## src/verilog/status_led_regs.svh

```systemverilog
// Timing counts and defaults for the status LED block
`ifndef STATUS_LED_REGS_SVH
`define STATUS_LED_REGS_SVH

`define CLK_FREQ_HZ      100000000
`define SLOT_TIME_MS     1000
`define GAP_TIME_MS      3000
`define SLOT_CYCLES      ((`CLK_FREQ_HZ / 1000) * `SLOT_TIME_MS)
`define GAP_SLOTS        3
`define HOLD_LOW_DEFAULT 1'b0
`define DIO_WIDTH        8

`endif

```

## src/verilog/status_led_pkg.sv

```systemverilog
// Types shared by the status LED block
package status_led_pkg;

  typedef enum logic [2:0] {
    show_off,
    show_on,
    show_attached,
    show_addressed,
    show_supply_fail,
    show_error
  } led_show_t;

  typedef enum logic [1:0] {
    seq_idle,
    seq_flash,
    seq_gap
  } seq_state_t;

endpackage

```

## src/verilog/slot_timer.sv

```systemverilog
// Divider making the one-second slot enable pulse
`timescale 1ns/100ps
`default_nettype none
`include "status_led_regs.svh"
module slot_timer #(
  parameter int unsigned SLOT_CYCLES = `SLOT_CYCLES
) (
  input  wire logic clk_sys,
  input  wire logic rst_n,
  input  wire logic restart,
  output logic      slot_tick,
  output logic      half_tick
);

  logic [31:0] count;
  wire         at_end  = (count == 32'(SLOT_CYCLES - 1));
  wire         at_half = (count == 32'(SLOT_CYCLES / 2 - 1));

  always_ff @(posedge clk_sys) begin
    if (!rst_n || restart || at_end) begin
      count <= 32'h0;
    end else begin
      count <= count + 32'h1;
    end
  end

  always_ff @(posedge clk_sys) begin
    if (!rst_n) begin
      slot_tick <= 1'b0;
      half_tick <= 1'b0;
    end else begin
      slot_tick <= at_end && !restart;
      half_tick <= at_half && !restart;
    end
  end

endmodule
`default_nettype wire

```

## src/verilog/status_led.sv

```systemverilog
// Status LED patterns, overcurrent shutdown and suspend handling
// What this block does
// - LED steady on once configured.
// - LED dark when unpowered or low-power suspended.
// - One flash per cycle when attached.
// - Two flashes per cycle when addressed.
// - Three flashes after supply shutdown.
// - Four flashes in general fault state.
// - Each flash lights the first half of a one-second slot.
// - Three-second dark gap after last flash.
// - Overcurrent switches off most internal circuitry.
// - Overcurrent shows the supply-overload pattern.
// - Power loss aborts acquisition, drops results.
// - Suspend: low power or static, host-selected.
// - Default stays fully powered during suspend.
// - Static suspend freezes dio_out; the LED keeps its pattern.
// - Operate only while host powered; attach state only picks the LED pattern.
`timescale 1ns/100ps
`default_nettype none
`include "status_led_regs.svh"
module status_led
  import status_led_pkg::*;
#(
  parameter int unsigned SLOT_CYCLES = `SLOT_CYCLES
) (
  input  wire logic                  clk_sys,
  input  wire logic                  rst_n,
  input  wire logic                  vbus_present,
  input  wire logic                  host_suspend,
  input  wire logic                  suspend_low_power,
  input  wire logic                  suspend_sel_wr,
  input  wire logic                  dev_attached,
  input  wire logic                  dev_addressed,
  input  wire logic                  dev_configured,
  input  wire logic                  overcurrent,
  input  wire logic                  general_error,
  input  wire logic                  acq_busy,
  input  wire logic [`DIO_WIDTH-1:0] dio_next,
  output logic                       led,
  output logic                       circuit_enable,
  output logic                       acq_abort,
  output logic                       result_discard,
  output logic                       low_power,
  output logic [`DIO_WIDTH-1:0]      dio_out
);
  import status_led_pkg::*;

  // ************************************************
  // Input synchronisers
  // ************************************************
  // Pins arrive asynchronously: three stages, accept when 2nd and 3rd agree
  logic [2:0] s_vbus, s_susp, s_oc;
  logic       vbus_ok, susp_ok, oc_ok;

  always_ff @(posedge clk_sys) begin
    if (!rst_n) begin
      s_vbus <= 3'h0;
      s_susp <= 3'h0;
      s_oc   <= 3'h0;
    end else begin
      s_vbus <= {s_vbus[1:0], vbus_present};
      s_susp <= {s_susp[1:0], host_suspend};
      s_oc   <= {s_oc[1:0], overcurrent};
    end
  end

  always_ff @(posedge clk_sys) begin
    if (!rst_n) begin
      vbus_ok <= 1'b0;
      susp_ok <= 1'b0;
      oc_ok   <= 1'b0;
    end else begin
      if (s_vbus[1] == s_vbus[2]) vbus_ok <= s_vbus[2];
      if (s_susp[1] == s_susp[2]) susp_ok <= s_susp[2];
      if (s_oc[1] == s_oc[2])     oc_ok   <= s_oc[2];
    end
  end

  // ************************************************
  // Power and suspend control
  // ************************************************
  logic sel_low_power;
  logic oc_trip;

  always_ff @(posedge clk_sys) begin
    if (!rst_n) begin
      sel_low_power <= `HOLD_LOW_DEFAULT;
    end else if (suspend_sel_wr) begin
      sel_low_power <= suspend_low_power;
    end
  end

  // Trip latches until power goes away; no auto-retry into the same fault
  always_ff @(posedge clk_sys) begin
    if (!rst_n || !vbus_ok) begin
      oc_trip <= 1'b0;
    end else if (oc_ok) begin
      oc_trip <= 1'b1;
    end
  end

  wire powered     = vbus_ok && !oc_trip;
  wire in_low      = susp_ok && sel_low_power;
  wire in_static   = susp_ok && !sel_low_power;
  wire next_enable = powered && !in_low;
  wire next_abort  = acq_busy && !next_enable;

  always_ff @(posedge clk_sys) begin
    if (!rst_n) begin
      circuit_enable <= 1'b0;
      low_power      <= 1'b0;
      acq_abort      <= 1'b0;
      result_discard <= 1'b0;
    end else begin
      circuit_enable <= next_enable;
      low_power      <= in_low;
      acq_abort      <= next_abort;
      result_discard <= next_abort;
    end
  end

  // Outputs freeze while statically suspended; zero when unpowered
  always_ff @(posedge clk_sys) begin
    if (!rst_n || !next_enable) begin
      dio_out <= '0;
    end else if (!in_static) begin
      dio_out <= dio_next;
    end
  end

  // ************************************************
  // Pattern selection
  // ************************************************
  wire       supply_fault = oc_trip;
  wire [2:0] want_count   =
      supply_fault   ? 3'h3 :
      general_error  ? 3'h4 :
      dev_configured ? 3'h0 :
      dev_addressed  ? 3'h2 :
      dev_attached   ? 3'h1 : 3'h0;
  wire       want_on      = !supply_fault && !general_error && dev_configured;
  wire       dark         = !vbus_ok || in_low;

  // ************************************************
  // Flash sequencer
  // ************************************************
  seq_state_t state, next_state;
  logic [2:0] flashes;
  logic [2:0] slot;
  logic       lit;
  logic       slot_tick, half_tick;
  wire        restart = (state == seq_idle);

  slot_timer #(
    .SLOT_CYCLES (SLOT_CYCLES)
  ) u_slot (
    .clk_sys   (clk_sys),
    .rst_n     (rst_n),
    .restart   (restart),
    .slot_tick (slot_tick),
    .half_tick (half_tick)
  );

  always_comb begin
    next_state = state;
    case (state)
      // Patterns open with the dark gap so a steady-on LED never runs
      // straight into a flash
      seq_idle:  next_state = (want_count != 3'h0) ? seq_gap : seq_idle;
      seq_flash: if (slot_tick && slot == flashes - 3'h1) begin
        next_state = seq_gap;
      end
      seq_gap:   if (slot_tick && slot == 3'(`GAP_SLOTS - 1)) begin
        next_state = (want_count != 3'h0) ? seq_flash : seq_idle;
      end
      default:   next_state = seq_idle;
    endcase
  end

  always_ff @(posedge clk_sys) begin
    if (!rst_n || dark) begin
      state   <= seq_idle;
      flashes <= 3'h0;
      slot    <= 3'h0;
    end else begin
      state <= next_state;
      if (next_state != state) begin
        slot <= 3'h0;
      end else if (slot_tick) begin
        slot <= slot + 3'h1;
      end
      // Count latched only at a cycle start
      if (next_state == seq_flash && state != seq_flash) begin
        flashes <= want_count;
      end
    end
  end

  // Lit for the first half of each one-second flash slot
  always_ff @(posedge clk_sys) begin
    if (!rst_n || next_state != seq_flash) begin
      lit <= 1'b0;
    end else if (state != seq_flash || slot_tick) begin
      lit <= 1'b1;
    end else if (half_tick) begin
      lit <= 1'b0;
    end
  end

  always_ff @(posedge clk_sys) begin
    if (!rst_n || dark) begin
      led <= 1'b0;
    end else if (state == seq_idle) begin
      led <= want_on;
    end else begin
      // Look ahead so the closing slot tick does not add a stray pulse
      led <= (next_state == seq_flash) && (lit || slot_tick);
    end
  end

endmodule
`default_nettype wire

```

## config.mk

```make
export PLATFORM = sky130hd
export DESIGN_NAME = status_led
export DESIGN_NICKNAME = d
export VERILOG_FILES = /design/src/verilog/status_led_pkg.sv /design/src/verilog/slot_timer.sv /design/src/verilog/status_led.sv
export VERILOG_INCLUDE_DIRS = /design/src /design/src/verilog
export SDC_FILE = /design/constraint.sdc
export NUM_CORES = 1
export LEC_CHECK = 0
export BUFFER_PORTS_ARGS = -buffer_cell sky130_fd_sc_hd__buf_2
export CORE_MARGIN = 2
export CORE_UTILIZATION = 35
export CTS_CLUSTER_DIAMETER = 200
export CTS_CLUSTER_SIZE = 30
export DETAILED_ROUTE_END_ITERATION = 7
export MAX_ROUTING_LAYER = met4
export PLACE_DENSITY_LB_ADDON = 0.3
export SKIP_LAST_GASP = 1
export SLEW_MARGIN = 15
export SYNTH_ARGS = -nofsm -noshare
export SYNTH_HDL_FRONTEND = slang
export SYNTH_SLANG_ARGS = --single-unit
```

## constraint.sdc

```tcl
create_clock -name clk_sys -period 4.4 [get_ports clk_sys]
set_input_delay 0.44 -clock clk_sys [delete_from_list [all_inputs] [get_ports clk_sys]]
set_output_delay 0.44 -clock clk_sys [all_outputs]
set_load 0.01 [all_outputs]
```

# --- Word-level counts from Yosys, hierarchy flattened ---
# Index checks and enable logic that the tools add are counted.
word_totals:
  register_bits: 69
  in_bits: 20
  output_inout_bits: 13
classes:
  addsub: 3
  eq_ne: 13
  muxes: 13
  reduce_logical: 34
op_table:
  columns: ["cell", "n"]
  rows:
  - ["$add A32 B1 Y32 const B", 1]
  - ["$eq A32 B26 Y1 const B", 1]
  - ["$eq A32 B27 Y1 const B", 1]
  - ["$logic_and A1 B1 Y1", 13]
  - ["$mux W2", 5]
  - ["$logic_or A1 B1 Y1", 9]
  - ["$logic_not A1 Y1", 8]
  - ["$mux W3", 2]
  - ["$pmux W2 S3", 1]
  - ["$mux W1", 5]
  - ["$eq A2 B1 Y1 const B", 2]
  - ["$ne A2 B1 Y1 const B", 2]
  - ["$add A3 B1 Y3 const B", 1]
  - ["$eq A1 B1 Y1", 3]
  - ["$eq A3 B2 Y1 const B", 1]
  - ["$eq A3 B3 Y1", 1]
  - ["$reduce_bool A3 Y1", 1]
  - ["$sub A3 B1 Y3 const B", 1]
  - ["$eq A2 B2 Y1 const B", 1]
  - ["$logic_not A2 Y1", 1]
  - ["$ne A2 B2 Y1", 1]
  - ["$reduce_bool A2 Y1", 1]
  - ["$reduce_or A2 Y1", 1]

# --- Depth between registers and ports, before layout ---
# Gate-level depths: netlist of the first run.
logic_depth:
  depth_word: 12
  mapped_depth: 8
  ltp_nobuf: 7

# --- Cells and area by module ---
# A second synthesis of the first run with hierarchy kept.
unflattened:
  hier_cells: 335
  hier_area_um2: 2996.6
by_module_without_submodules:
  columns: ["module", "instances", "cells_each", "area_each_um2"]
  rows:
  - ["slot_timer", 1, 192, 1617.8]
  - ["status_led", 1, 143, 1378.8]

# --- Worst setup path after synthesis of the first run ---
# Ideal clock, no wire load.
synth_path:
  kind: "register to register"
  startpoint: "register u_slot.count[11]"
  endpoint: "register u_slot.count[25]"
  setup_time_ns: 0.115
  arrival_ns: 2.163
  path_slack_ns: 2.122
  path_stages_with_launch: 7
  path_buffers: 1
  period_less_slack_ns: 2.278
  cell_sequence: "dfxtp_1 or4_1 or4_1 or4_4 nand2b_4 buf_8 nor2_1"
synth_between:
  elab_chain_len: 2
  word_cells_on_any_way: 3
  cone_classes: "1 x add/sub; 1 x eq/ne; 1 x reduce/logical"
synth_lines:
  columns: ["element", "line", "source"]
  rows:
  - ["start, declared", "slot_timer.sv:15", "logic [31:0] count;"]
  - ["start signal, assigned", "slot_timer.sv:23", "count <= count + 32'h1;"]
  - ["parallel branches: the longest is 2 deep, another holds $add A32 B1 Y32", null, null]
# Parallel ways; which one is timed is not known.
# A chain may end at the register's enable or synchronous reset.

# --- Worst setup path after layout of the first run ---
layout_path:
  startpoint: "register u_slot.count[11]"
  endpoint: "register u_slot.count[8]"
layout_between:
  elab_chain_len: 2
layout_lines:
  columns: ["element", "line", "source"]
  rows:
  - ["$eq A32 B27 Y1", "slot_timer.sv:16", "wire at_end = (count == 32'(SLOT_CYCLES - 1));"]
  - ["$logic_or A1 B1 Y1", "slot_timer.sv:20", "if (!rst_n || restart || at_end) begin"]
# No other way between the ends.

==> run_results.csv, run 1 <==
group,metric,value,unit
place,routability_congestion_estimate_from_global_placement,0.820,
grt,grt_antenna_before_repair,0,
clock_tree,cts-hold-fix-buffers,0,
synthesis,syn-instance-count,318,
synthesis,postSynthRegisterBits,69,
sta,fin_setup_tns,0,ns
sta,fin_worst_skew,0.00676,ns
layout,layout.core_utilization,40.6,%
synthesis,synth-edff-count,0,
grt,grt_start_max_net_pins,33,
layout,antenna_cells_inserted,0,
power,cellInternalPower,0.859,mW
place,post-place-cells,445,
layout,drive_gt1_share,14.6,%
critical_path,endpoint_kind,"flip-flop",
grt,grt_pass1_vias,1990,
grt,grt_first_pass_wirelength,9.18,mm
layout,nNetsFinal,375,
power,power_density,344,mW/mm^2
synthesis,synthFlopType,"dfxtp_1",
clock_tree,cts_buffers,9,
layout,final_area,0.00330,sq mm
floorplanning,core-area,0.00813,sq mm
route,routed_wl,5.34,mm
floorplanning,initial_core_util,35.6,%
power,comb_power_share,2.1,%
power,total_leakage_power,1.21,nW
route,drtPass1Iterations,4,
synthesis,yosysTopAreaCellShare,47.7,%
sta,relative_slew_margins,28.2,%
clock_tree,numClockSinks,69,
floorplanning,fp.dieArea,0.00902,sq mm
clock_tree,tritoncts_clock_tree,"built",
floorplanning,num_rows,33,
power,seq_power_share,55.4,%
synthesis,synthDistinctLibCells,41,
sta,number_of_failing_setup_endpoints_in_the_final_timing_report,0,
sta,final_period_minus_worst_setup_slack,2.50,ns
synthesis,asyncSetResetFlopFracSynth,0,%
critical_path,timing.setup.critical_path_class,"flip-flop to flip-flop",
power,total_design_power,1.14,mW
place,place.detailed.hpwl,3.74,mm
critical_path,start_kind,"flip-flop",
clock_tree,cts_repair_resize_count,0,
route,drtIter0Drc,89,
sta,rsz0062_at_grt,"no",
power,ir_worst_vdd,0.296,mV
route,drt_drc_violations_left,0,
route,via_per_inst,4.77,
clock_tree,cts-root-buf,"clkbuf_8",
run_status,run_status,"finished, final reports clean",
synthesis,postSynthAreaPerCell,9.10,sq um
synthesis,most_area_consuming_cells_after_synthesis,"dfxtp_1 (48%), nor2_1 (7.5%), xor2_1 (6.7%), nand4_1 (3.7%), xnor2_1 (3.6%)",
route,routed_wire_length_per_instance,11.6,microns
route,num_vias,2198,
route,drt.antenna.violating_nets,0,
clock_tree,cts-root-to-sink-buffers,2,
sta,timing.fmax,400,MHz
clock_tree,clock_tree.htree_level_count,3,
floorplanning,die_y,95.0,microns
synthesis,synth_fp_nets,342,
synthesis,synth_sequential_area_ratio,47.7,%
critical_path,path_max_fanout,32,
floorplanning,top_ports,33,
clock_tree,postCtsSetupRepairBufs,0,
grt,globalRoute.totalOverflow,0,
layout,synthToLayoutAreaGrowth,14.1,%
sta,timing_worst_slew_pin_value,1.07,ns
layout,final-seq-area,0.00138,sq mm
synthesis,netlist_area,0.00290,sq mm
place,portBuffers,32,
sta,hold_viol_final,0,
layout,layout.filler_cells,836,
power,power.clock.fraction,42.5,%
layout,multiInputGateArea,0.00140,sq mm
synthesis,synth.yosys.warnings,0,
layout,instances_no_fill,461,
power,p_sw_share,24.5,%
place,dpl-instance-area,0.00312,sq mm
clock_tree,clock_pin_transition_on_the_worst_setup_and_hold_timing_paths,0.08,ns
floorplanning,die_width,95.0,microns
synthesis,most_frequent_cell_after_synthesis,"dfxtp_1",
clock_tree,clk_latency,0.34,ns
critical_path,worst_ep_arrival_time,2.72,ns
synthesis,synth_largest_area_cell,"dfxtp_1",
flow_run,drv.max_cap_violation_count,0,
sta,final-max-slew-violation-count,0,
critical_path,crit_required,4.62,ns
min_path,hold_path.class,"primary input to flip-flop",
grt,global_route.usage.total,13.3,%
sta,final_min_period_over_clock_period,56.8,%
synthesis,most_common_library_cells_after_synthesis,"dfxtp_1 (69), nor2_1 (58), nand2_1 (22), xor2_1 (22), nand4_1 (17)",
power,switchingPower,0.278,mW
## area by class of cell
type                    instances  area share [%]
inverters                       9            1.02
clock buffers                   9            3.75
repair buffers                 33            5.07
clock inverters                 7            1.97
multi-input cells             229            42.4
flip-flops and latches         69            41.8
well taps                     105            3.98
## metal layers
| layer | vias up | track usage (%) | part of all wire (%) |
|---|---|---|---|
| met5 | - | - | 0 |
| met4 | 0 | 4.71 | 1.3 |
| met3 | 7 | 4.23 | 4.9 |
| met2 | 49 | 21.2 | 43 |
| met1 | 994 | 15.9 | 50 |
| li1 | 1148 | - | - |
## power groups by stage
stage | logic (mW) | clock network, mW | registers, mW
after floorplan | 0.0126 | 0 | 0.645
after global placement | 0.0239 | 0 | 0.645
after detailed placement | 0.0243 | 0 | 0.645
after CTS | 0.0245 | 0.500 | 0.630
after global routing | 0.0277 | 0.530 | 0.631
final | 0.0240 | 0.483 | 0.630
## kinds of logic (layout without fill, tap and decap cells)
| group | Yosys count | after routing | synth area share, % |
|---|---|---|---|
| AO/OA/AOI/OAI | 23 | 23 | 5.14 |
| XOR/XNOR | 35 | 35 | 11.1 |
| adder cells (fa/ha/maj) | 4 | 4 | 1.73 |
| buffers and inverters | 20 | 58 | 3.89 |
| flip-flops | 69 | 69 | 47.7 |
| multiplexers | 9 | 9 | 3.11 |
| AND/OR/NAND/NOR | 158 | 158 | 27.4 |
## registers in the layout (all words and copies together), names as in the netlist
signal            cells
u_slot.count         32
dio_out               8
flashes               3
s_oc                  3
s_susp                3
s_vbus                3
slot                  3
state                 2
circuit_enable        1
led                   1
lit                   1
low_power             1
oc_ok                 1
oc_trip               1
result_discard        1
sel_low_power         1
susp_ok               1
u_slot.half_tick      1
u_slot.slot_tick      1
vbus_ok               1
## path summary, 6_finish.rpt
check | startpoint | to | slack [ns] | cells after the start
max | u_slot.count[11] | u_slot.count[8] | 1.90 | 5
min | host_suspend | s_susp[0] | 0.30 | 2
max reg2reg | u_slot.count[11] | u_slot.count[8] | 1.90 | 5
min reg2reg | s_susp[0] | s_susp[1] | 0.44 | 1
## worst max-delay path: stages, from the launching register on
cell      delay [ns]
dfxtp_1         0.34
or4_1           0.51
or4_1           0.55
or4_4           0.56
nand2b_4        0.32
nor2_1          0.09
## metrics by stage
stage          worst slack [ns]  hold WS, ns
2_1_floorplan              2.12        0.412
3_3_place_gp               1.97        0.418
3_5_place_dp               1.90        0.423
4_1_cts                    1.88        0.285
5_1_grt                    1.76        0.289
6_report                   1.90        0.297
## cell usage in the layout, fill, tap and decap left out, types with 4 or more instances in the layout
| cell | netlist | routed |
|---|---|---|
| nor2_1 | 58 | 58 |
| nand4_1 | 17 | 17 |
| nand3_1 | 11 | 11 |
| nor3_1 | 9 | 9 |
| and2_1 | 12 | 12 |
| xnor2_1 | 12 | 12 |
| clkbuf_8 | 0 | 9 |
| o21ai_0 | 7 | 7 |
| and3_1 | 7 | 7 |
| dfxtp_1 | 69 | 69 |
| xor2_1 | 22 | 22 |
| ha_1 | 4 | 4 |
| nor2b_1 | 4 | 4 |
| inv_1 | 9 | 9 |
| nand2_1 | 22 | 22 |
| nor4_1 | 4 | 4 |
| buf_2 | 0 | 32 |
| mux2i_1 | 9 | 9 |
No activity file was read; power rests on OpenSTA's default activity.
==> inputs of run 2 (changes only) <==
==> constraint.sdc (replaced) <==
create_clock -name clk_sys -period 2.25 [get_ports clk_sys]
set_input_delay 0.225 -clock clk_sys [delete_from_list [all_inputs] [get_ports clk_sys]]
set_output_delay 0.225 -clock clk_sys [all_outputs]
set_load 0.01 [all_outputs]
==> run_results.csv, run 2 (synthesis results as in run 1) <==
group,metric,value,unit
run_status,run_status,"finished, final reports clean",
clock_tree,cts-root-buf,"clkbuf_8",
floorplanning,top_ports,33,
layout,layout_commonest_cell,"dfxtp_1",
flow_run,drv.max_cap_violation_count,0,
critical_path,worst_r2r_path_depth,6,
sta,hold_viol_final,0,
layout,antenna_cells_inserted,0,
layout,largest_register,"u_slot.count",
grt,grt_antenna_before_repair,0,
floorplanning,initial_core_util,35.6,%
clock_tree,cts_buffers,9,
layout,final-seq-area,0.00138,sq mm
route,num_vias,2236,
critical_path,endpoint_kind,"flip-flop",
clock_tree,clk_latency,0.34,ns
sta,relative_slew_margins,62.6,%
floorplanning,core-area,0.00813,sq mm
power,power_density,630,mW/mm^2
min_path,hold_path.class,"primary input to flip-flop",
power,total_leakage_power,1.28,nW
clock_tree,cts-root-to-sink-buffers,2,
route,via_per_inst,4.72,
clock_tree,clock_pin_transition_on_the_worst_setup_and_hold_timing_paths,0.07,ns
clock_tree,numClockSinks,69,
critical_path,path_delay_family,"simple AND/OR/NAND/NOR gates",
critical_path,reg2reg_to,"u_slot.count[22]",
critical_path,timing.setup.critical_path_class,"flip-flop to flip-flop",
place,portBuffers,32,
sta,hold_ws,0.0862,ns
grt,grt_pass1_vias,2062,
route,drt_drc_violations_left,0,
layout,nNetsFinal,388,
power,comb_power_share,2.2,%
layout,synthToLayoutAreaGrowth,18.2,%
min_path,whs_path_depth,2,
clock_tree,tritoncts_clock_tree,"built",
critical_path,worst_ep_arrival_time,2.48,ns
power,seq_power_share,57.2,%
sta,timing.fmax,445,MHz
sta,final_min_period_over_clock_period,99.9,%
sta,fin_worst_skew,0.00975,ns
clock_tree,clock_tree.htree_level_count,3,
sta,fin_setup_tns,0,ns
floorplanning,num_rows,33,
layout,drive_gt1_share,18.2,%
power,power.clock.fraction,40.7,%
place,dpl-instance-area,0.00321,sq mm
clock_tree,cts-hold-fix-buffers,0,
min_path,holdPathEnd,"s_susp[0]",
floorplanning,fp.dieArea,0.00902,sq mm
route,routed_wire_length_per_instance,11.5,microns
layout,biggestRegsByFlops,"u_slot.count: 32 flops, dio_out: 8 flops",
grt,globalRoute.totalOverflow,0,
critical_path,critPathMostFrequentCell,"or4_4",
grt,grt_start_max_net_pins,21,
sta,timing_worst_slew_pin_value,0.556,ns
power,switchingPower,0.502,mW
power,cellInternalPower,1.65,mW
layout,max_ffs_per_register,32,
layout,layout_common_cells,"dfxtp_1 (68), nor2_1 (58), buf_2 (32)",
grt,grt_first_pass_wirelength,9.15,mm
power,p_sw_share,23.3,%
critical_path,crit_required,2.48,ns
floorplanning,die_y,95.0,microns
sta,final-max-slew-violation-count,0,
grt,global_route.usage.total,13.5,%
power,ir_worst_vdd,0.427,mV
critical_path,r2r_start,"u_slot.count[11]",
sta,final_period_minus_worst_setup_slack,2.25,ns
route,drtPass1Iterations,5,
critical_path,r2r_slack,0.001,ns
place,place.detailed.hpwl,3.82,mm
critical_path,critical_path_buf_inv_count,1,
route,drt.antenna.violating_nets,0,
critical_path,start_kind,"flip-flop",
critical_path,path_max_fanout,8,
sta,number_of_failing_setup_endpoints_in_the_final_timing_report,0,
layout,final_area,0.00342,sq mm
layout,layout.filler_cells,811,
critical_path,slowest_stage,"or4_4",
critical_path,worstPathCellList,"or4_1 > or4_4 > or4_4 > nand2b_4 > clkbuf_16 > nor2_1",
floorplanning,die_width,95.0,microns
critical_path,slowest_cell_delay_on_critical_path,0.52,ns
place,routability_congestion_estimate_from_global_placement,0.783,
sta,rsz0062_at_grt,"yes",
route,routed_wl,5.45,mm
route,drtIter0Drc,62,
layout,multiInputGateArea,0.00141,sq mm
min_path,timing.hold.worst.start,"host_suspend",
[run 2: worst max path at each step]
stage                           startpoint          endpoint  slack, ns  cells past startpoint
after floorplan           u_slot.count[11]  u_slot.count[25]       0.07                      6
after global placement    u_slot.count[11]  u_slot.count[23]       0.07                      6
after detailed placement  u_slot.count[11]  u_slot.count[11]       0.03                      6
after CTS                 u_slot.count[11]  u_slot.count[11]       0.02                      6
after global routing      u_slot.count[11]  u_slot.count[12]      -0.05                      6
final                     u_slot.count[11]  u_slot.count[22]      0.001                      6
[run 2: per-stage QoR]
stage / total power [mW] / instances / util (%) / worst slack [ns]
global placement: 1.31 / 456 / 39.5 / 0.0662
floorplan: 1.29 / 318 / - / 0.0729
global route: 2.26 / 474 / 42.1 / -0.0507
finish: 2.16 / 474 / 42.1 / 0.00125
CTS: 2.19 / 472 / 41.6 / 0.0161
detailed placement: 1.31 / 456 / 39.5 / 0.0263
[run 2: power groups by stage]
stage	logic (mW)	registers [mW]	clock network, mW
after CTS	0.0477	1.23	0.914
final	0.0473	1.23	0.877
after global routing	0.0529	1.23	0.973
after global placement	0.0472	1.26	0
after floorplan	0.0246	1.26	0
after detailed placement	0.0474	1.26	0
[run 2: metal layers]
metal | vias up | wire (microns) | GRT usage (%)
met5 | - | 0 | -
met3 | 7 | 277 | 4.47
met2 | 47 | 2370 | 20.9
li1 | 1180 | - | -
met1 | 1002 | 2730 | 16.2
met4 | 0 | 70 | 5.19
[run 2: worst reg2reg max path, delay by kind of cell, from the launching register on]
kind / cells / cell delay (ns)
buf+inv: 1 / 0.16
flops: 1 / 0.31
simple gates: 5 / 1.67
[run 2: cell type report]
cell class,instances,area share [%]
inverter,9,0.987
tap,105,3.84
clock inverter,7,1.46
sequential,69,40.4
timing repair buffer,46,8.63
multi-input combinational,229,41.1
clock buffer,9,3.62
[run 2: timing repair]
action / 4_1_cts / 5_1_grt
setup endpoints to repair: 0 / 32
resized for setup: 0 / 2
setup buffers: 0 / 1
==> inputs of run 3 (changes only) <==
--- a/config.mk
+++ b/config.mk
@@ -14,6 +14,7 @@
 export DETAILED_ROUTE_END_ITERATION = 7
 export MAX_ROUTING_LAYER = met4
 export PLACE_DENSITY_LB_ADDON = 0.3
+export SETUP_SLACK_MARGIN = 0.2
 export SKIP_LAST_GASP = 1
 export SLEW_MARGIN = 15
 export SYNTH_ARGS = -nofsm -noshare
==> run_results.csv, run 3 (synthesis results as in run 1) <==
group,metric,value,unit
layout,layout_common_cells,"dfxtp_1 (67), nor2_1 (58), buf_2 (32)",
run_status,run_status,"finished, final reports clean",
layout,antenna_cells_inserted,0,
clock_tree,postCtsSetupRepairBufs,0,
clock_tree,cts-root-buf,"clkbuf_8",
route,routed_wire_length_per_instance,11.3,microns
clock_tree,clock_tree.htree_level_count,3,
min_path,hold_path.class,"primary input to flip-flop",
layout,largest_register,"u_slot.count",
layout,drive_gt1_share,16.3,%
floorplanning,die_y,95.0,microns
clock_tree,cts-root-to-sink-buffers,2,
critical_path,start_kind,"flip-flop",
place,dp_worst_setup_slack,0.105,ns
critical_path,worstPathCellList,"or4_1 > or4_4 > or4_4 > nand2b_4 > buf_12 > nor2_1",
grt,globalRoute.totalOverflow,0,
sta,number_of_failing_setup_endpoints_in_the_final_timing_report,0,
layout,biggestRegsByFlops,"u_slot.count: 32 flops, dio_out: 8 flops",
power,power_density,662,mW/mm^2
floorplanning,top_ports,33,
layout,nNetsFinal,382,
critical_path,critical_path_buf_inv_count,1,
floorplanning,core-area,0.00813,sq mm
power,ir_worst_vdd,0.382,mV
grt,global_route.usage.total,13.2,%
place,post-place-cells,452,
layout,layout_commonest_cell,"dfxtp_1",
route,routed_wl,5.28,mm
layout,synthToLayoutAreaGrowth,17.1,%
sta,final-max-slew-violation-count,0,
grt,grt_antenna_before_repair,0,
power,total_leakage_power,1.26,nW
critical_path,path_delay_family,"simple AND/OR/NAND/NOR gates",
clock_tree,cts_buffers,9,
clock_tree,cts_repair_resize_count,2,
grt,grt_pass1_vias,2045,
floorplanning,fp.dieArea,0.00902,sq mm
place,portBuffers,32,
sta,fin_setup_tns,0,ns
floorplanning,die_width,95.0,microns
route,drtIter0Drc,55,
sta,timing.fmax,469,MHz
layout,max_ffs_per_register,32,
place,place.detailed.hpwl,3.80,mm
critical_path,slowest_stage,"or4_1",
clock_tree,tritoncts_clock_tree,"built",
sta,rsz0062_at_grt,"yes",
sta,final_period_minus_worst_setup_slack,2.13,ns
critical_path,critPathMostFrequentCell,"or4_4",
clock_tree,cts-hold-fix-buffers,0,
route,num_vias,2202,
grt,grt_first_pass_wirelength,9.00,mm
route,drt_drc_violations_left,0,
flow_run,drv.max_cap_violation_count,0,
route,via_per_inst,4.72,
sta,hold_ws,0.103,ns
clock_tree,numClockSinks,69,
place,routability_congestion_estimate_from_global_placement,0.802,
route,drt.antenna.violating_nets,0,
sta,finalWorstSetupSlack,0.116,ns
sta,timing_worst_slew_pin_value,0.557,ns
critical_path,crit_required,2.47,ns
route,drtPass1Iterations,4,
layout,layout.filler_cells,800,
sta,fin_worst_skew,0.0128,ns
grt,grt_start_max_net_pins,21,
critical_path,endpoint_kind,"flip-flop",
critical_path,timing.setup.critical_path_class,"flip-flop to flip-flop",
sta,hold_viol_final,0,
sta,relative_slew_margins,62.5,%
clock_tree,clk_latency,0.33,ns
critical_path,worst_ep_arrival_time,2.36,ns
sta,final_min_period_over_clock_period,94.9,%
layout,instances_no_fill,467,
critical_path,path_max_fanout,20,
critical_path,slowest_cell_delay_on_critical_path,0.49,ns
floorplanning,initial_core_util,35.6,%
clock_tree,clock_pin_transition_on_the_worst_setup_and_hold_timing_paths,0.07,ns
floorplanning,num_rows,33,
-- run 3: changes by cell type in the layout (fill, tap and decap cells not counted), moves of 2 or more --
cell,change
buf_4,-6
clkbuf_1,+2
clkinv_2,-2
clkinvlp_4,-2
-- run 3: path summary, 6_finish.rpt --
check | from | end | slack (ns) | cells past startpoint
worst max-delay path | u_slot.count[11] | u_slot.count[15] | 0.12 | 6
worst min-delay path | host_suspend | s_susp[0] | 0.10 | 2
worst max register to register | u_slot.count[11] | u_slot.count[15] | 0.12 | 6
worst min register to register | s_vbus[0] | s_vbus[1] | 0.43 | 1
-- run 3: worst reg2reg max path, stage by stage (launching register included) --
cell	delay, ns
dfxtp_2	0.34
or4_1	0.49
or4_4	0.42
or4_4	0.45
nand2b_4	0.12
buf_12	0.15
nor2_1	0.05
-- run 3: stage by stage --
step	cell area (sq um)	power [mW]	util, %
after floorplan	2900	1.29	-
after detailed placement	3190	1.31	39.3
after CTS	3390	2.29	41.7
after global routing	3390	2.35	41.7
after global placement	3190	1.31	39.3
final	3390	2.24	41.7
-- run 3: metal layers --
layer | global-route usage, % | up-vias | share of wire [%]
li1 | - | 1157 | -
met1 | 15.6 | 989 | 48
met2 | 20.9 | 50 | 45
met3 | 4.39 | 6 | 5.1
met4 | 4.71 | 0 | 1.4
met5 | - | - | 0
-- run 3: final cells by class --
| cell class | count | area [sq um] | area share [%] |
|---|---|---|---|
| multi-input combinational | 229 | 1410 | 41.4 |
| sequential | 69 | 1380 | 40.8 |
| timing repair buffer | 40 | 245 | 7.23 |
| clock buffer | 12 | 145 | 4.28 |
| tap | 105 | 131 | 3.87 |
| clock inverter | 3 | 46.3 | 1.37 |
| inverter | 9 | 33.8 | 0.996 |
-- run 3: where the power goes --
part,switching (mW),internal [mW]
combinational,0.0212,0.0256
clock,0.424,0.539
sequential,0.00364,1.23
